[src/hdl/tsf_pkg.sv]
package tsf_pkg;

  // Widths of the counters and of the compare sets
  localparam int unsigned TSF_CNT_W     = 16;
  localparam int unsigned TSF_N_CMP2B   = 8;
  localparam int unsigned TSF_N_GR      = 4;
  localparam int unsigned TSF_N_CH      = 3;
  localparam int unsigned TSF_REG_W     = 16;
  localparam int unsigned TSF_ADR_W     = 8;

  // Register byte offsets on the bus
  localparam logic [7:0] TSF_OFS_ST2B   = 8'h00;
  localparam logic [7:0] TSF_OFS_ST3    = 8'h04;
  localparam logic [7:0] TSF_OFS_MASK2B = 8'h08;
  localparam logic [7:0] TSF_OFS_MASK3  = 8'h0c;
  localparam logic [7:0] TSF_OFS_MODE   = 8'h10;

  // Field positions
  localparam int unsigned TSF_CH2_SECOND_COUNTER_OVERFLOW_FLAG_BIT   = 8;
  localparam int unsigned TSF_CH3_OVF_BIT = 4;
  localparam int unsigned TSF_CH_STRIDE   = 5;
  localparam int unsigned TSF_RSV3_BIT    = 15;
  localparam int unsigned TSF_MODE_CAP_LSB = 0;
  localparam int unsigned TSF_MODE_PWM_LSB = 12;
  localparam int unsigned TSF_MODE_W       = 15;

  // Bits that hold a flag; all others read as zero
  localparam logic [15:0] TSF_ST2B_IMPL = 16'h01ff;
  localparam logic [15:0] TSF_ST3_IMPL  = 16'h7fff;
  localparam logic [14:0] TSF_MODE_IMPL = 15'h7fff;

  // Reset values
  localparam logic [15:0] TSF_ST_RST   = 16'h0000;
  localparam logic [15:0] TSF_MASK_RST = 16'h0000;
  localparam logic [14:0] TSF_MODE_RST = 15'h0000;

  // One channel of the 3 to 5 group, as seen from the counter logic
  typedef struct packed {
    logic [3:0]        capture;
    logic [3:0][15:0]  gr;
    logic [15:0]       cnt;
  } tsf_chan_t;

  // Channel 2 second counter and its eight output compare values
  typedef struct packed {
    logic [7:0][15:0]  ocr;
    logic [15:0]       cnt;
  } tsf_ch2b_t;

  // Software mode settings: capture/compare select per register, PWM per channel
  typedef struct packed {
    logic [2:0]        pwm;
    logic [2:0][3:0]   capture_mode;
  } tsf_mode_t;

endpackage

[src/hdl/tsf_event_detect.sv]
`timescale 1ns/1ns
module tsf_event_detect #(
  parameter int unsigned CNT_W = 16,
  parameter int unsigned N     = 4
) (
  input  wire logic                      clk_i,   // Clock
  input  wire logic                      rst_i,   // Sync reset, active high
  input  wire logic                      ce_i,    // Clock enable
  input  wire logic [CNT_W-1:0]          cnt_i,   // Counter value
  input  wire logic [N-1:0][CNT_W-1:0]   cmp_i,   // Compare values
  output logic                           ovf_o,   // Wrap from max to zero
  output logic [N-1:0]                   match_o  // Counter moved onto a compare value
);

  if (CNT_W < 2 || N < 1) begin : g_chk
    $error("tsf_event_detect: unsupported CNT_W or N");
  end

  logic [CNT_W-1:0] prev_q;
  logic             moved;

  always_ff @(posedge clk_i) begin
    if (rst_i) begin
      prev_q <= '0;
    end else if (ce_i) begin
      prev_q <= cnt_i;
    end
  end

  // A stopped counter sitting on a compare value does not re-fire after a clear
  assign moved = (cnt_i != prev_q);
  assign ovf_o = ce_i && (prev_q == {CNT_W{1'b1}}) && (cnt_i == '0);

  for (genvar i = 0; i < N; i++) begin : g_cmp
    assign match_o[i] = ce_i && moved && (cnt_i == cmp_i[i]);
  end

endmodule

[src/hdl/tsf_flag_bank.sv]
`timescale 1ns/1ns
module tsf_flag_bank #(
  parameter int unsigned  W    = 16,
  parameter logic [W-1:0] IMPL = '1
) (
  input  wire logic          clk_i,    // Clock
  input  wire logic          rst_i,    // Sync reset, active high
  input  wire logic          ce_i,     // Clock enable
  input  wire logic [W-1:0]  set_i,    // Hardware set events
  input  wire logic          arm_i,    // Read of this register completes
  input  wire logic [W-1:0]  rd_val_i, // Value that the read returned
  input  wire logic          wr_i,     // Write of this register completes
  input  wire logic [W-1:0]  wdata_i,  // Write data
  input  wire logic [W-1:0]  wlane_i,  // Per-bit byte-lane enable
  output logic [W-1:0]       flags_o   // Sticky flags
);

  if (W < 1) begin : g_chk
    $error("tsf_flag_bank: W must be at least 1");
  end

  for (genvar k = 0; k < W; k++) begin : g_bit
    if (IMPL[k]) begin : g_flag
      logic flag_q;
      logic armed_q;
      logic clr;

      // Clear only on a zero write after this bit was read as one
      assign clr = wr_i && wlane_i[k] && !wdata_i[k] && armed_q;

      always_ff @(posedge clk_i) begin
        if (rst_i) begin
          flag_q <= 1'b0;
        end else if (ce_i) begin
          flag_q <= set_i[k] || (flag_q && !clr);
        end
      end

      // Any write through the lane uses up the arming, so a later stray zero cannot clear
      always_ff @(posedge clk_i) begin
        if (rst_i) begin
          armed_q <= 1'b0;
        end else if (ce_i) begin
          if (arm_i && rd_val_i[k] && flag_q) begin
            armed_q <= 1'b1;
          end else if (!flag_q || (wr_i && wlane_i[k])) begin
            armed_q <= 1'b0;
          end
        end
      end

      assign flags_o[k] = flag_q;
    end else begin : g_rsv
      assign flags_o[k] = 1'b0;
    end
  end

endmodule

[src/hdl/tsf_status_top.sv]
// Function
// Set second-counter overflow flag on wrap
// Overflow flag clears by read one, write zero
// Set match flag when counter equals compare
// Match flags clear by read one, write zero
// Writing one to a flag does nothing
// Channel 5/4/3 overflow at bits 14/9/4
// Bit 15 of group register reads zero
// Set channel 5 overflow flag on wrap
// Channel 5 overflow clears by read-write sequence
// Capture into fourth channel 5 register sets flag
// Compare match on fourth register sets flag
// PWM cycle register match sets bit 13
// Bit 13 clears by read one, write zero
// Bit 12 never set in PWM mode
// Bit 12 set on capture or compare
// Set channel 4 overflow flag on wrap
// Channel 4 sync register match sets bit 8
// Set beats a clear in same cycle
// Flags reset to zero, stay until cleared
//
// Added by the designer: the Wishbone register port and the placing of the registers.
`timescale 1ns/1ns
module tsf_status_top
  import tsf_pkg::*;
#(
  parameter int unsigned CNT_W = tsf_pkg::TSF_CNT_W
) (
  input  wire logic                         clk_i,       // Clock, 250 MHz
  input  wire logic                         rst_i,       // Sync reset, active high
  input  wire logic                         ce_i,        // Clock enable, freezes all state
  input  wire logic                         wb_cyc_i,    // Wishbone cycle
  input  wire logic                         wb_stb_i,    // Wishbone strobe
  input  wire logic                         wb_we_i,     // Wishbone write enable
  input  wire logic [7:0]                   wb_adr_i,    // Wishbone byte address
  input  wire logic [3:0]                   wb_sel_i,    // Wishbone byte selects
  input  wire logic [31:0]                  wb_dat_i,    // Wishbone write data
  output logic                              wb_ack_o,    // Wishbone acknowledge
  output logic [31:0]                       wb_dat_o,    // Wishbone read data
  input  wire tsf_pkg::tsf_ch2b_t           ch2b_i,      // Second counter and compares
  input  wire tsf_pkg::tsf_chan_t [2:0]     chan_i,      // Channels 3 to 5
  output logic [15:0]                       st2b_o,      // Second-counter status flags
  output logic [15:0]                       st3_o,       // Channels 3 to 5 status flags
  output tsf_pkg::tsf_mode_t                mode_o,      // Mode settings in force
  output logic                              irq_o        // Level interrupt
);

  import tsf_pkg::*;

  if (CNT_W != TSF_CNT_W) begin : g_chk
    $error("tsf_status_top: counters are 16 bits wide");
  end

  // Bus slave -------------------------------------------------------------

  logic        req;
  logic        ack_q;
  logic [31:0] dat_q;
  logic [7:0]  adr_word;
  logic        commit;
  logic        wr_commit;
  logic        rd_commit;
  logic [15:0] lane;
  logic [31:0] rd_mux;

  assign req      = wb_cyc_i && wb_stb_i;
  assign adr_word = {wb_adr_i[7:2], 2'b00};
  assign lane     = {{8{wb_sel_i[1]}}, {8{wb_sel_i[0]}}};

  // Register effects land on the edge where the master sees ack
  assign commit    = req && ack_q;
  assign wr_commit = commit && wb_we_i;
  assign rd_commit = commit && !wb_we_i;

  always_ff @(posedge clk_i) begin
    if (rst_i) begin
      ack_q <= 1'b0;
    end else if (ce_i) begin
      ack_q <= req && !ack_q;
    end
  end

  // Read value is sampled on the first edge of the request and held with ack
  always_ff @(posedge clk_i) begin
    if (rst_i) begin
      dat_q <= '0;
    end else if (ce_i && req && !ack_q) begin
      dat_q <= wb_we_i ? 32'h0000_0000 : rd_mux;
    end
  end

  assign wb_ack_o = ack_q;
  assign wb_dat_o = dat_q;

  // Flag storage ----------------------------------------------------------

  logic [15:0] st2b;
  logic [15:0] st3;
  logic [15:0] set2b;
  logic [15:0] set3;
  logic        sel_st2b;
  logic        sel_st3;
  logic        sel_mask2b;
  logic        sel_mask3;
  logic        sel_mode;

  assign sel_st2b   = (adr_word == TSF_OFS_ST2B);
  assign sel_st3    = (adr_word == TSF_OFS_ST3);
  assign sel_mask2b = (adr_word == TSF_OFS_MASK2B);
  assign sel_mask3  = (adr_word == TSF_OFS_MASK3);
  assign sel_mode   = (adr_word == TSF_OFS_MODE);

  tsf_flag_bank #(
    .W    (TSF_REG_W),
    .IMPL (TSF_ST2B_IMPL)
  ) u_bank2b (
    .clk_i    (clk_i),
    .rst_i    (rst_i),
    .ce_i     (ce_i),
    .set_i    (set2b),
    .arm_i    (rd_commit && sel_st2b),
    .rd_val_i (dat_q[15:0]),
    .wr_i     (wr_commit && sel_st2b),
    .wdata_i  (wb_dat_i[15:0]),
    .wlane_i  (lane),
    .flags_o  (st2b)
  );

  tsf_flag_bank #(
    .W    (TSF_REG_W),
    .IMPL (TSF_ST3_IMPL)
  ) u_bank3 (
    .clk_i    (clk_i),
    .rst_i    (rst_i),
    .ce_i     (ce_i),
    .set_i    (set3),
    .arm_i    (rd_commit && sel_st3),
    .rd_val_i (dat_q[15:0]),
    .wr_i     (wr_commit && sel_st3),
    .wdata_i  (wb_dat_i[15:0]),
    .wlane_i  (lane),
    .flags_o  (st3)
  );

  assign st2b_o = st2b;
  assign st3_o  = st3;

  // Mask and mode registers -----------------------------------------------

  logic [15:0] mask2b_q;
  logic [15:0] mask3_q;
  logic [14:0] mode_q;
  tsf_mode_t   mode;

  always_ff @(posedge clk_i) begin
    if (rst_i) begin
      mask2b_q <= TSF_MASK_RST;
    end else if (ce_i && wr_commit && sel_mask2b) begin
      mask2b_q <= ((wb_dat_i[15:0] & lane) | (mask2b_q & ~lane)) & TSF_ST2B_IMPL;
    end
  end

  always_ff @(posedge clk_i) begin
    if (rst_i) begin
      mask3_q <= TSF_MASK_RST;
    end else if (ce_i && wr_commit && sel_mask3) begin
      mask3_q <= ((wb_dat_i[15:0] & lane) | (mask3_q & ~lane)) & TSF_ST3_IMPL;
    end
  end

  always_ff @(posedge clk_i) begin
    if (rst_i) begin
      mode_q <= TSF_MODE_RST;
    end else if (ce_i && wr_commit && sel_mode) begin
      mode_q <= ((wb_dat_i[14:0] & lane[14:0]) | (mode_q & ~lane[14:0])) & TSF_MODE_IMPL;
    end
  end

  assign mode   = tsf_mode_t'(mode_q);
  assign mode_o = mode;

  // Unmapped offsets answer with zero and ignore writes
  always_comb begin
    rd_mux = 32'h0000_0000;
    unique case (1'b1)
      sel_st2b:   rd_mux[15:0] = st2b & TSF_ST2B_IMPL;
      sel_st3:    rd_mux[15:0] = st3 & TSF_ST3_IMPL;
      sel_mask2b: rd_mux[15:0] = mask2b_q;
      sel_mask3:  rd_mux[15:0] = mask3_q;
      sel_mode:   rd_mux[14:0] = mode_q;
      default:    rd_mux = 32'h0000_0000;
    endcase
  end

  // Channel 2 second counter events ---------------------------------------

  logic       ch2_second_counter_overflow_flag;
  logic [7:0] match2b;

  tsf_event_detect #(
    .CNT_W (TSF_CNT_W),
    .N     (TSF_N_CMP2B)
  ) u_evt2b (
    .clk_i   (clk_i),
    .rst_i   (rst_i),
    .ce_i    (ce_i),
    .cnt_i   (ch2b_i.cnt),
    .cmp_i   (ch2b_i.ocr),
    .ovf_o   (ch2_second_counter_overflow_flag),
    .match_o (match2b)
  );

  // Overflow at bit 8, match flags h..a at bits 7..0
  assign set2b = {7'h00, ch2_second_counter_overflow_flag, match2b};

  // Channels 3 to 5 events --------------------------------------------------

  for (genvar c = 0; c < TSF_N_CH; c++) begin : g_ch
    logic       ovf;
    logic [3:0] match;
    logic [3:0] gr_set;
    logic [4:0] s;

    tsf_event_detect #(
      .CNT_W (TSF_CNT_W),
      .N     (TSF_N_GR)
    ) u_evt (
      .clk_i   (clk_i),
      .rst_i   (rst_i),
      .ce_i    (ce_i),
      .cnt_i   (chan_i[c].cnt),
      .cmp_i   (chan_i[c].gr),
      .ovf_o   (ovf),
      .match_o (match)
    );

    for (genvar i = 0; i < TSF_N_GR; i++) begin : g_gr
      if (i == TSF_N_GR - 1) begin : g_d
        // Fourth register is cycle (ch5) or sync (ch4) register under PWM
        assign gr_set[i] = mode.pwm[c] ? match[i]
                         : mode.capture_mode[c][i] ? (ce_i && chan_i[c].capture[i])
                         : match[i];
      end else begin : g_abc
        // The other three stay silent under PWM
        assign gr_set[i] = !mode.pwm[c] &&
                           (mode.capture_mode[c][i] ? (ce_i && chan_i[c].capture[i])
                                                    : match[i]);
      end
    end

    // Overflow on top, flags d..a below it
    assign s = {ovf, gr_set};
  end

  // Channel 5, 4, 3 fields at bits 14:10, 9:5, 4:0; bit 15 reserved
  assign set3 = {1'b0, g_ch[2].s, g_ch[1].s, g_ch[0].s};

  // Interrupt ---------------------------------------------------------------

  logic irq_q;

  // Registered, so the level trails the flag by one cycle
  always_ff @(posedge clk_i) begin
    if (rst_i) begin
      irq_q <= 1'b0;
    end else if (ce_i) begin
      irq_q <= |((st2b & mask2b_q) | (st3 & mask3_q));
    end
  end

  assign irq_o = irq_q;

endmodule

[config.mk]
export PLATFORM = sky130hd
export DESIGN_NAME = tsf_status_top
export DESIGN_NICKNAME = d
export VERILOG_FILES = /design/src/hdl/tsf_pkg.sv /design/src/hdl/tsf_event_detect.sv /design/src/hdl/tsf_flag_bank.sv /design/src/hdl/tsf_status_top.sv
export SDC_FILE = /design/constraint.sdc
export NUM_CORES = 1
export LEC_CHECK = 0
export BUFFER_PORTS_ARGS = -buffer_cell sky130_fd_sc_hd__buf_2
export CORE_AREA = 2 2 206 208
export CTS_BUF_LIST = sky130_fd_sc_hd__clkbuf_8
export DETAILED_ROUTE_END_ITERATION = 8
export DIE_AREA = 0 0 208 210
export MAX_ROUTING_LAYER = met4
export SETUP_SLACK_MARGIN = 0.3
export SYNTH_ARGS = -nofsm -noshare
export SYNTH_HDL_FRONTEND = slang
export SYNTH_SLANG_ARGS = --single-unit
[constraint.sdc]
create_clock -name clk_i -period 1.9 [get_ports clk_i]
set_input_delay 0.475 -clock clk_i [delete_from_list [all_inputs] [get_ports clk_i]]
set_output_delay 0.475 -clock clk_i [all_outputs]
set_load 0.02 [all_outputs]
; Yosys cells after proc, flatten, opt, wreduce, memory -nomap -nowiden
; Cells that the tools add are included.
[op_classes]
n_mux = 65
n_shift = 0
magnitude_cmp = 0
bitwise_logic = 13
n_eq_ne = 32
div_mod_pow = 0
n_mul = 0
n_reduce_logical = 362
addsub = 0
[ops]
columns = cell, count
row1 = $eq 16x16->1, 20
row2 = $logic_and 1x1->1, 192
row3 = $and 15x15->15, 5
row4 = $pmux 15 s5, 1
row5 = $logic_not 1->1, 68
row6 = $eq 16x16->1 const B, 4
row7 = $logic_not 16->1, 4
row8 = $ne 16x16->1, 4
row9 = $mux 1, 63
row10 = $logic_or 1x1->1, 48
row11 = $reduce_and 2->1, 24
row12 = $reduce_bool 2->1, 24
row13 = $not 15->15, 2
row14 = $or 15x15->15, 2
row15 = $and 9x9->9, 2
row16 = $reduce_or 16->1, 1
row17 = $mux 15, 1
row18 = $or 9x15->15, 1
row19 = $eq 6x2->1 const B, 2
row20 = $or 9x9->9, 1
row21 = $logic_not 8->1, 1
row22 = $eq 6x1->1 const B, 1
row23 = $eq 6x3->1 const B, 1
[word_totals]
input_bits = 446
elab_cells = 530
mem_bits_rw = 0
n_memories = 0
romBits = 0
out_inout_bits = 81
latch_bits = 0
register_bits = 185

; Depth between registers and ports, before layout
[logic_depth]
depth_word = 10
depth_mapped = 8
ltp_nobuf = 5

; Hierarchy
; Synthesis repeated with hierarchy kept, for this count alone.
[hier_totals]
hier_cells = 1499
area_unflattened_um2 = 13691.9
[modules_own_cells]
columns = module, cells_each, area_per_inst_um2, n_inst, seq_area_each_um2
row1 = tsf_event_detect (g_ch[0].u_evt ...), 190, 1829.3, 3, 320.3
row2 = tsf_status_top, 331, 3007.9, 1, 1121.1
row3 = tsf_event_detect (u_evt2b), 279, 2615.0, 1, 320.3
row4 = tsf_flag_bank (u_bank3), 195, 1594.0, 1, 600.6
row5 = tsf_flag_bank (u_bank2b), 124, 987.2, 1, 360.3

; Worst setup path after synthesis
; Ideal clock, no wire load.
[synth_timing]
kind = input port to flip-flop
startpoint = input port wb_adr_i[7]
endpoint = register u_bank3.g_bit[6].g_flag.armed_q
arrival_time_ps = 1842
t_required_ps = 1783
setup_time_ps = 117
n_path_buf = 0
stages = 5
slack_ps = -59
cell_sequence = or4_4 or2_4 nor3_4 o21ai_0 a32o_1
[synth_via]
elab_chain_len = 6
elab_cells_between_ends = 10
cone_classes = eq/ne (1) / mux (1) / reduce/logical (8)
[synth_lines]
columns = item, line_no
row1 = from (decl), tsf_status_top.sv:35  ; input wire logic [7:0] wb_adr_i,
row2 = $eq 6x1->1 (*), tsf_status_top.sv:108  ; assign sel_st3 = (adr_word == TSF_OFS_ST3);
row3 = "$logic_and 1x1->1, on equally long branches", "tsf_status_top.sv:139, tsf_status_top.sv:137"
row4 = "$logic_and 1x1->1, on equally long branches", "tsf_flag_bank.sv:46, tsf_flag_bank.sv:44"
row5 = $logic_or 1x1->1 or $logic_and 1x1->1 (tied branches), "tsf_flag_bank.sv:46, tsf_flag_bank.sv:44"
row6 = $reduce_bool 2->1 (no source line), -
row7 = $reduce_and 2->1 (no source line), -
row8 = to (signal assigned), tsf_flag_bank.sv:42  ; armed_q <= 1'b0;
row9 = to (signal assigned), tsf_flag_bank.sv:45  ; armed_q <= 1'b1;
row10 = to (signal assigned), tsf_flag_bank.sv:47  ; armed_q <= 1'b0;
row11 = to (decl), tsf_flag_bank.sv:25  ; logic armed_q;
; Every way passes the cells marked *; elsewhere a longest branch is shown, timed or not.
; A chain may end at the register's enable or synchronous reset.

; Final worst setup path
[layout_timing]
startpoint = input port wb_adr_i[7]
endpoint = register u_bank3.g_bit[12].g_flag.armed_q
[layout_via]
elab_chain_len = 6
elab_cells_between_ends = 10
cone_classes = eq/ne (1) / mux (1) / reduce/logical (8)
[layout_lines]
columns = item, line_no
row1 = $eq 6x1->1 (*), tsf_status_top.sv:108
row2 = "$logic_and 1x1->1, on equally long branches", "tsf_status_top.sv:139, tsf_status_top.sv:137"
row3 = "$logic_and 1x1->1, on equally long branches", "tsf_flag_bank.sv:46, tsf_flag_bank.sv:44"
row4 = $logic_or 1x1->1 or $logic_and 1x1->1 (tied branches), "tsf_flag_bank.sv:46, tsf_flag_bank.sv:44"
row5 = $reduce_bool 2->1 (no source line), -
row6 = $reduce_and 2->1 (no source line), -
row7 = to (signal assigned), tsf_flag_bank.sv:42
row8 = to (signal assigned), tsf_flag_bank.sv:45
row9 = to (signal assigned), tsf_flag_bank.sv:47
row10 = to (decl), tsf_flag_bank.sv:25
; Marked as above.

==> results.json <==
{
  "run_status": "completed",
  "global_route.overflow_total": 0,
  "crit_path_max_fanout": 5,
  "postPlaceCellArea_um2": 15900,
  "floorplan_core_area_um2": 41500,
  "path_clk_slew_ns": 0.11,
  "final-instance-count-excl-fill": 2513,
  "worstSetupEndpointType": "flip-flop",
  "tritoncts": "yes",
  "cp-start-kind": "input pin",
  "min_period_over_period_pct": 87.3,
  "gp_routability_congestion": 0.915,
  "asyncSetResetFlopFracSynth_pct": 0,
  "worstHoldPathCells": 3,
  "synth_top_cell_area_share_pct": 27.6,
  "drc_errors": 0,
  "static-leakage-power_uw": 0.00732,
  "clock_insertion_delay_worst_skew_ns": 0.47,
  "max_buffers_root_to_sink": 2,
  "finalWorstSetupSlack_ns": 0.241,
  "number_of_max_cap_violations": 0,
  "placement.setup.worst_slack_ns": -0.372,
  "portBuffers": 480,
  "drive_gt1_share_pct": 42.7,
  "clock_sink_count": 168,
  "drt-total-wl_um": 50700,
  "rsz0062_at_grt": "true",
  "synthTopCellsByCount": "sky130_fd_sc_hd__xor2_1 (179), sky130_fd_sc_hd__xnor2_1 (177), sky130_fd_sc_hd__dfxtp_1 (168)",
  "pwr_density_cell_nw_per_um2": 500,
  "synth.area.top_cells": "sky130_fd_sc_hd__dfxtp_1 (28%), sky130_fd_sc_hd__xor2_1 (13%), sky130_fd_sc_hd__xnor2_1 (13%)",
  "final_design_area_no_fill_um2": 17100,
  "timing.fmax_mhz": 603,
  "sequential_cell_area_fraction_in_the_yosys_report_pct": 27.6,
  "timing.final.max_slew_violations": 0,
  "initialDrtViolationCount": 844,
  "netlist_area_um2": 12200,
  "synthFlopType": "sky130_fd_sc_hd__dfxtp_1",
  "synth-seq-cells": 168,
  "post_synth_inst_count": 1419,
  "synth-edff-count": 0,
  "place.detailed.hpwl_um": 41800,
  "area_delta_synth_final_pct": 40.3,
  "fin_total_pwr_uw": 8550,
  "final.setup_skew_ns": 0.0176,
  "worst-setup-path-type": "in -> reg",
  "setup_viol_count_final": 0,
  "synth.most_common_cell": "sky130_fd_sc_hd__xor2_1",
  "clk_root_buffer_cell": "sky130_fd_sc_hd__clkbuf_8",
  "finish.net_count": 2401,
  "max-vdd-ir-drop_mv": 0.340,
  "first_global_vias": 12700,
  "rows": 75,
  "postSynthAreaPerCell_um2": 8.59,
  "grt_antenna_before_repair": 6,
  "cts.htree.levels": 4,
  "initial_drt_pass_iterations": 6,
  "num-fill-cells": 4163,
  "count_of_cells_along_the_worst_register_to_register_path": 6,
  "cp.arrival_ns": 2.02,
  "regToRegSetupSlack_ns": 0.27,
  "worst_ep_required_time_ns": 2.26,
  "cts_buffers": 17,
  "post_cts_hold_buffers": 0,
  "start_util_pct": 29.4,
  "ioPinCount": 527,
  "die_w_um": 208,
  "final.min_clock_period_ns": 1.66,
  "vias_per_cell": 5.02,
  "die-area_um2": 43700,
  "die_h_um": 210,
  "slew-limit-headroom_pct": 58.4,
  "ant_nets": 0,
  "grt_max_degree": 129,
  "hold_viol": 0,
  "worst-slew-pin-transition_ns": 0.624,
  "place.detailed.instances": 2457,
  "synth.largest_area_cell": "sky130_fd_sc_hd__dfxtp_1",
  "routed_wire_length_per_instance_um": 20.2,
  "grt_first_pass_wirelength_um": 74900,
  "count_of_different_cell_masters_after_synthesis": 62,
  "route.vias.total": 12600,
  "global_route.usage.total_pct": 22.9,
  "synth.yosys.warnings": 0,
  "hold_path.class": "in -> reg"
}
==> what timing repair did <==
action | 4_1_cts | 5_1_grt
endpoints found under the hold margin | 0 | 0
pin swaps | 19 | 29
endpoints found under the setup margin | 100 | 99
setup buffers | 10 | 8
resized for setup | 130 | 76
==> where the power goes <==
group	switching [µW]	total [µW]	internal [µW]
combinational	1180	2300	1120
clock	1500	2610	1110
sequential	69.8	3640	3570
==> kinds of logic after synthesis <==
| logic type | synth area share [%] |
|---|---|
| AO/OA/AOI/OAI | 9.69 |
| XOR/XNOR | 25.6 |
| buffers and inverters | 7.88 |
| flip-flops | 27.6 |
| multiplexers | 10.1 |
| other | 0.0308 |
| AND/OR/NAND/NOR | 19.1 |
==> metrics by stage <==
| step | hold WS (ns) | util (%) | setup TNS (ns) |
|---|---|---|---|
| finish | 0.257 | 41.2 | 0 |
| global route | 0.225 | 41.2 | 0 |
| CTS | 0.226 | 40.4 | 0 |
| detailed placement | 0.434 | 38.5 | -18.08 |
| global placement | 0.424 | 38.5 | -16.96 |
| floorplan | 0.416 | - | -0.419 |
==> critical path, stage by stage <==
cell and delay [ns]:
sky130_fd_sc_hd__buf_6 0.09, sky130_fd_sc_hd__or4_4 0.54, sky130_fd_sc_hd__or2_4 0.29, sky130_fd_sc_hd__nor3_4 0.24, sky130_fd_sc_hd__a21oi_1 0.11, sky130_fd_sc_hd__a2111oi_1 0.26
==> area by class of cell <==
class	count	area [µm²]	area share [%]
Tap cell	539	674	3.94
Clock buffer	18	248	1.45
Inverter	42	158	0.922
Antenna cell	6	15.0	0.0878
Timing Repair Buffer	651	3940	23.0
Clock inverter	14	133	0.775
Multi-Input combinational cell	1075	8450	49.4
Sequential cell	168	3490	20.4
==> layer usage <==
metal,GRT usage (%),wire (µm),up-vias
met1,27.9,21600,6059
met3,3.83,2780,70
met2,38.9,25100,505
met4,6.97,1270,0
met5,-,0,-
li1,-,-,5990
==> cells in the final DEF, fill, tap and decap left out, types with 11 or more instances in the layout <==
cell type	netlist	layout
sky130_fd_sc_hd__dfxtp_4	0	22
sky130_fd_sc_hd__buf_12	0	11
sky130_fd_sc_hd__a32o_1	17	17
sky130_fd_sc_hd__nor2_1	114	112
sky130_fd_sc_hd__nand4_1	61	61
sky130_fd_sc_hd__conb_1	1	25
sky130_fd_sc_hd__clkbuf_8	0	18
sky130_fd_sc_hd__inv_1	42	43
sky130_fd_sc_hd__nand3_1	20	20
sky130_fd_sc_hd__nor3_1	17	16
sky130_fd_sc_hd__mux2i_1	103	103
sky130_fd_sc_hd__buf_2	15	461
sky130_fd_sc_hd__dfxtp_2	0	38
sky130_fd_sc_hd__o21ai_0	39	20
sky130_fd_sc_hd__a22oi_1	16	16
sky130_fd_sc_hd__nand2_1	54	48
sky130_fd_sc_hd__xnor2_1	177	177
sky130_fd_sc_hd__o21ai_2	0	11
sky130_fd_sc_hd__nor4_1	48	32
sky130_fd_sc_hd__nor4_2	0	13
sky130_fd_sc_hd__buf_4	51	158
sky130_fd_sc_hd__buf_6	0	18
sky130_fd_sc_hd__nor2b_1	32	28
sky130_fd_sc_hd__xor2_1	179	179
sky130_fd_sc_hd__dfxtp_1	168	108
==> final timing paths <==
path / from / endpoint
setup reg to reg: u_evt2b.prev_q[1] / u_bank2b.g_bit[1].g_flag.flag_q
setup / recovery: wb_adr_i[7] / u_bank3.g_bit[12].g_flag.armed_q
hold reg to reg: u_bank2b.g_bit[7].g_flag.armed_q / u_bank2b.g_bit[7].g_flag.armed_q
hold / removal: chan_i[251] / u_bank3.g_bit[13].g_flag.flag_q
No activity file was read; power rests on OpenSTA's default activity.
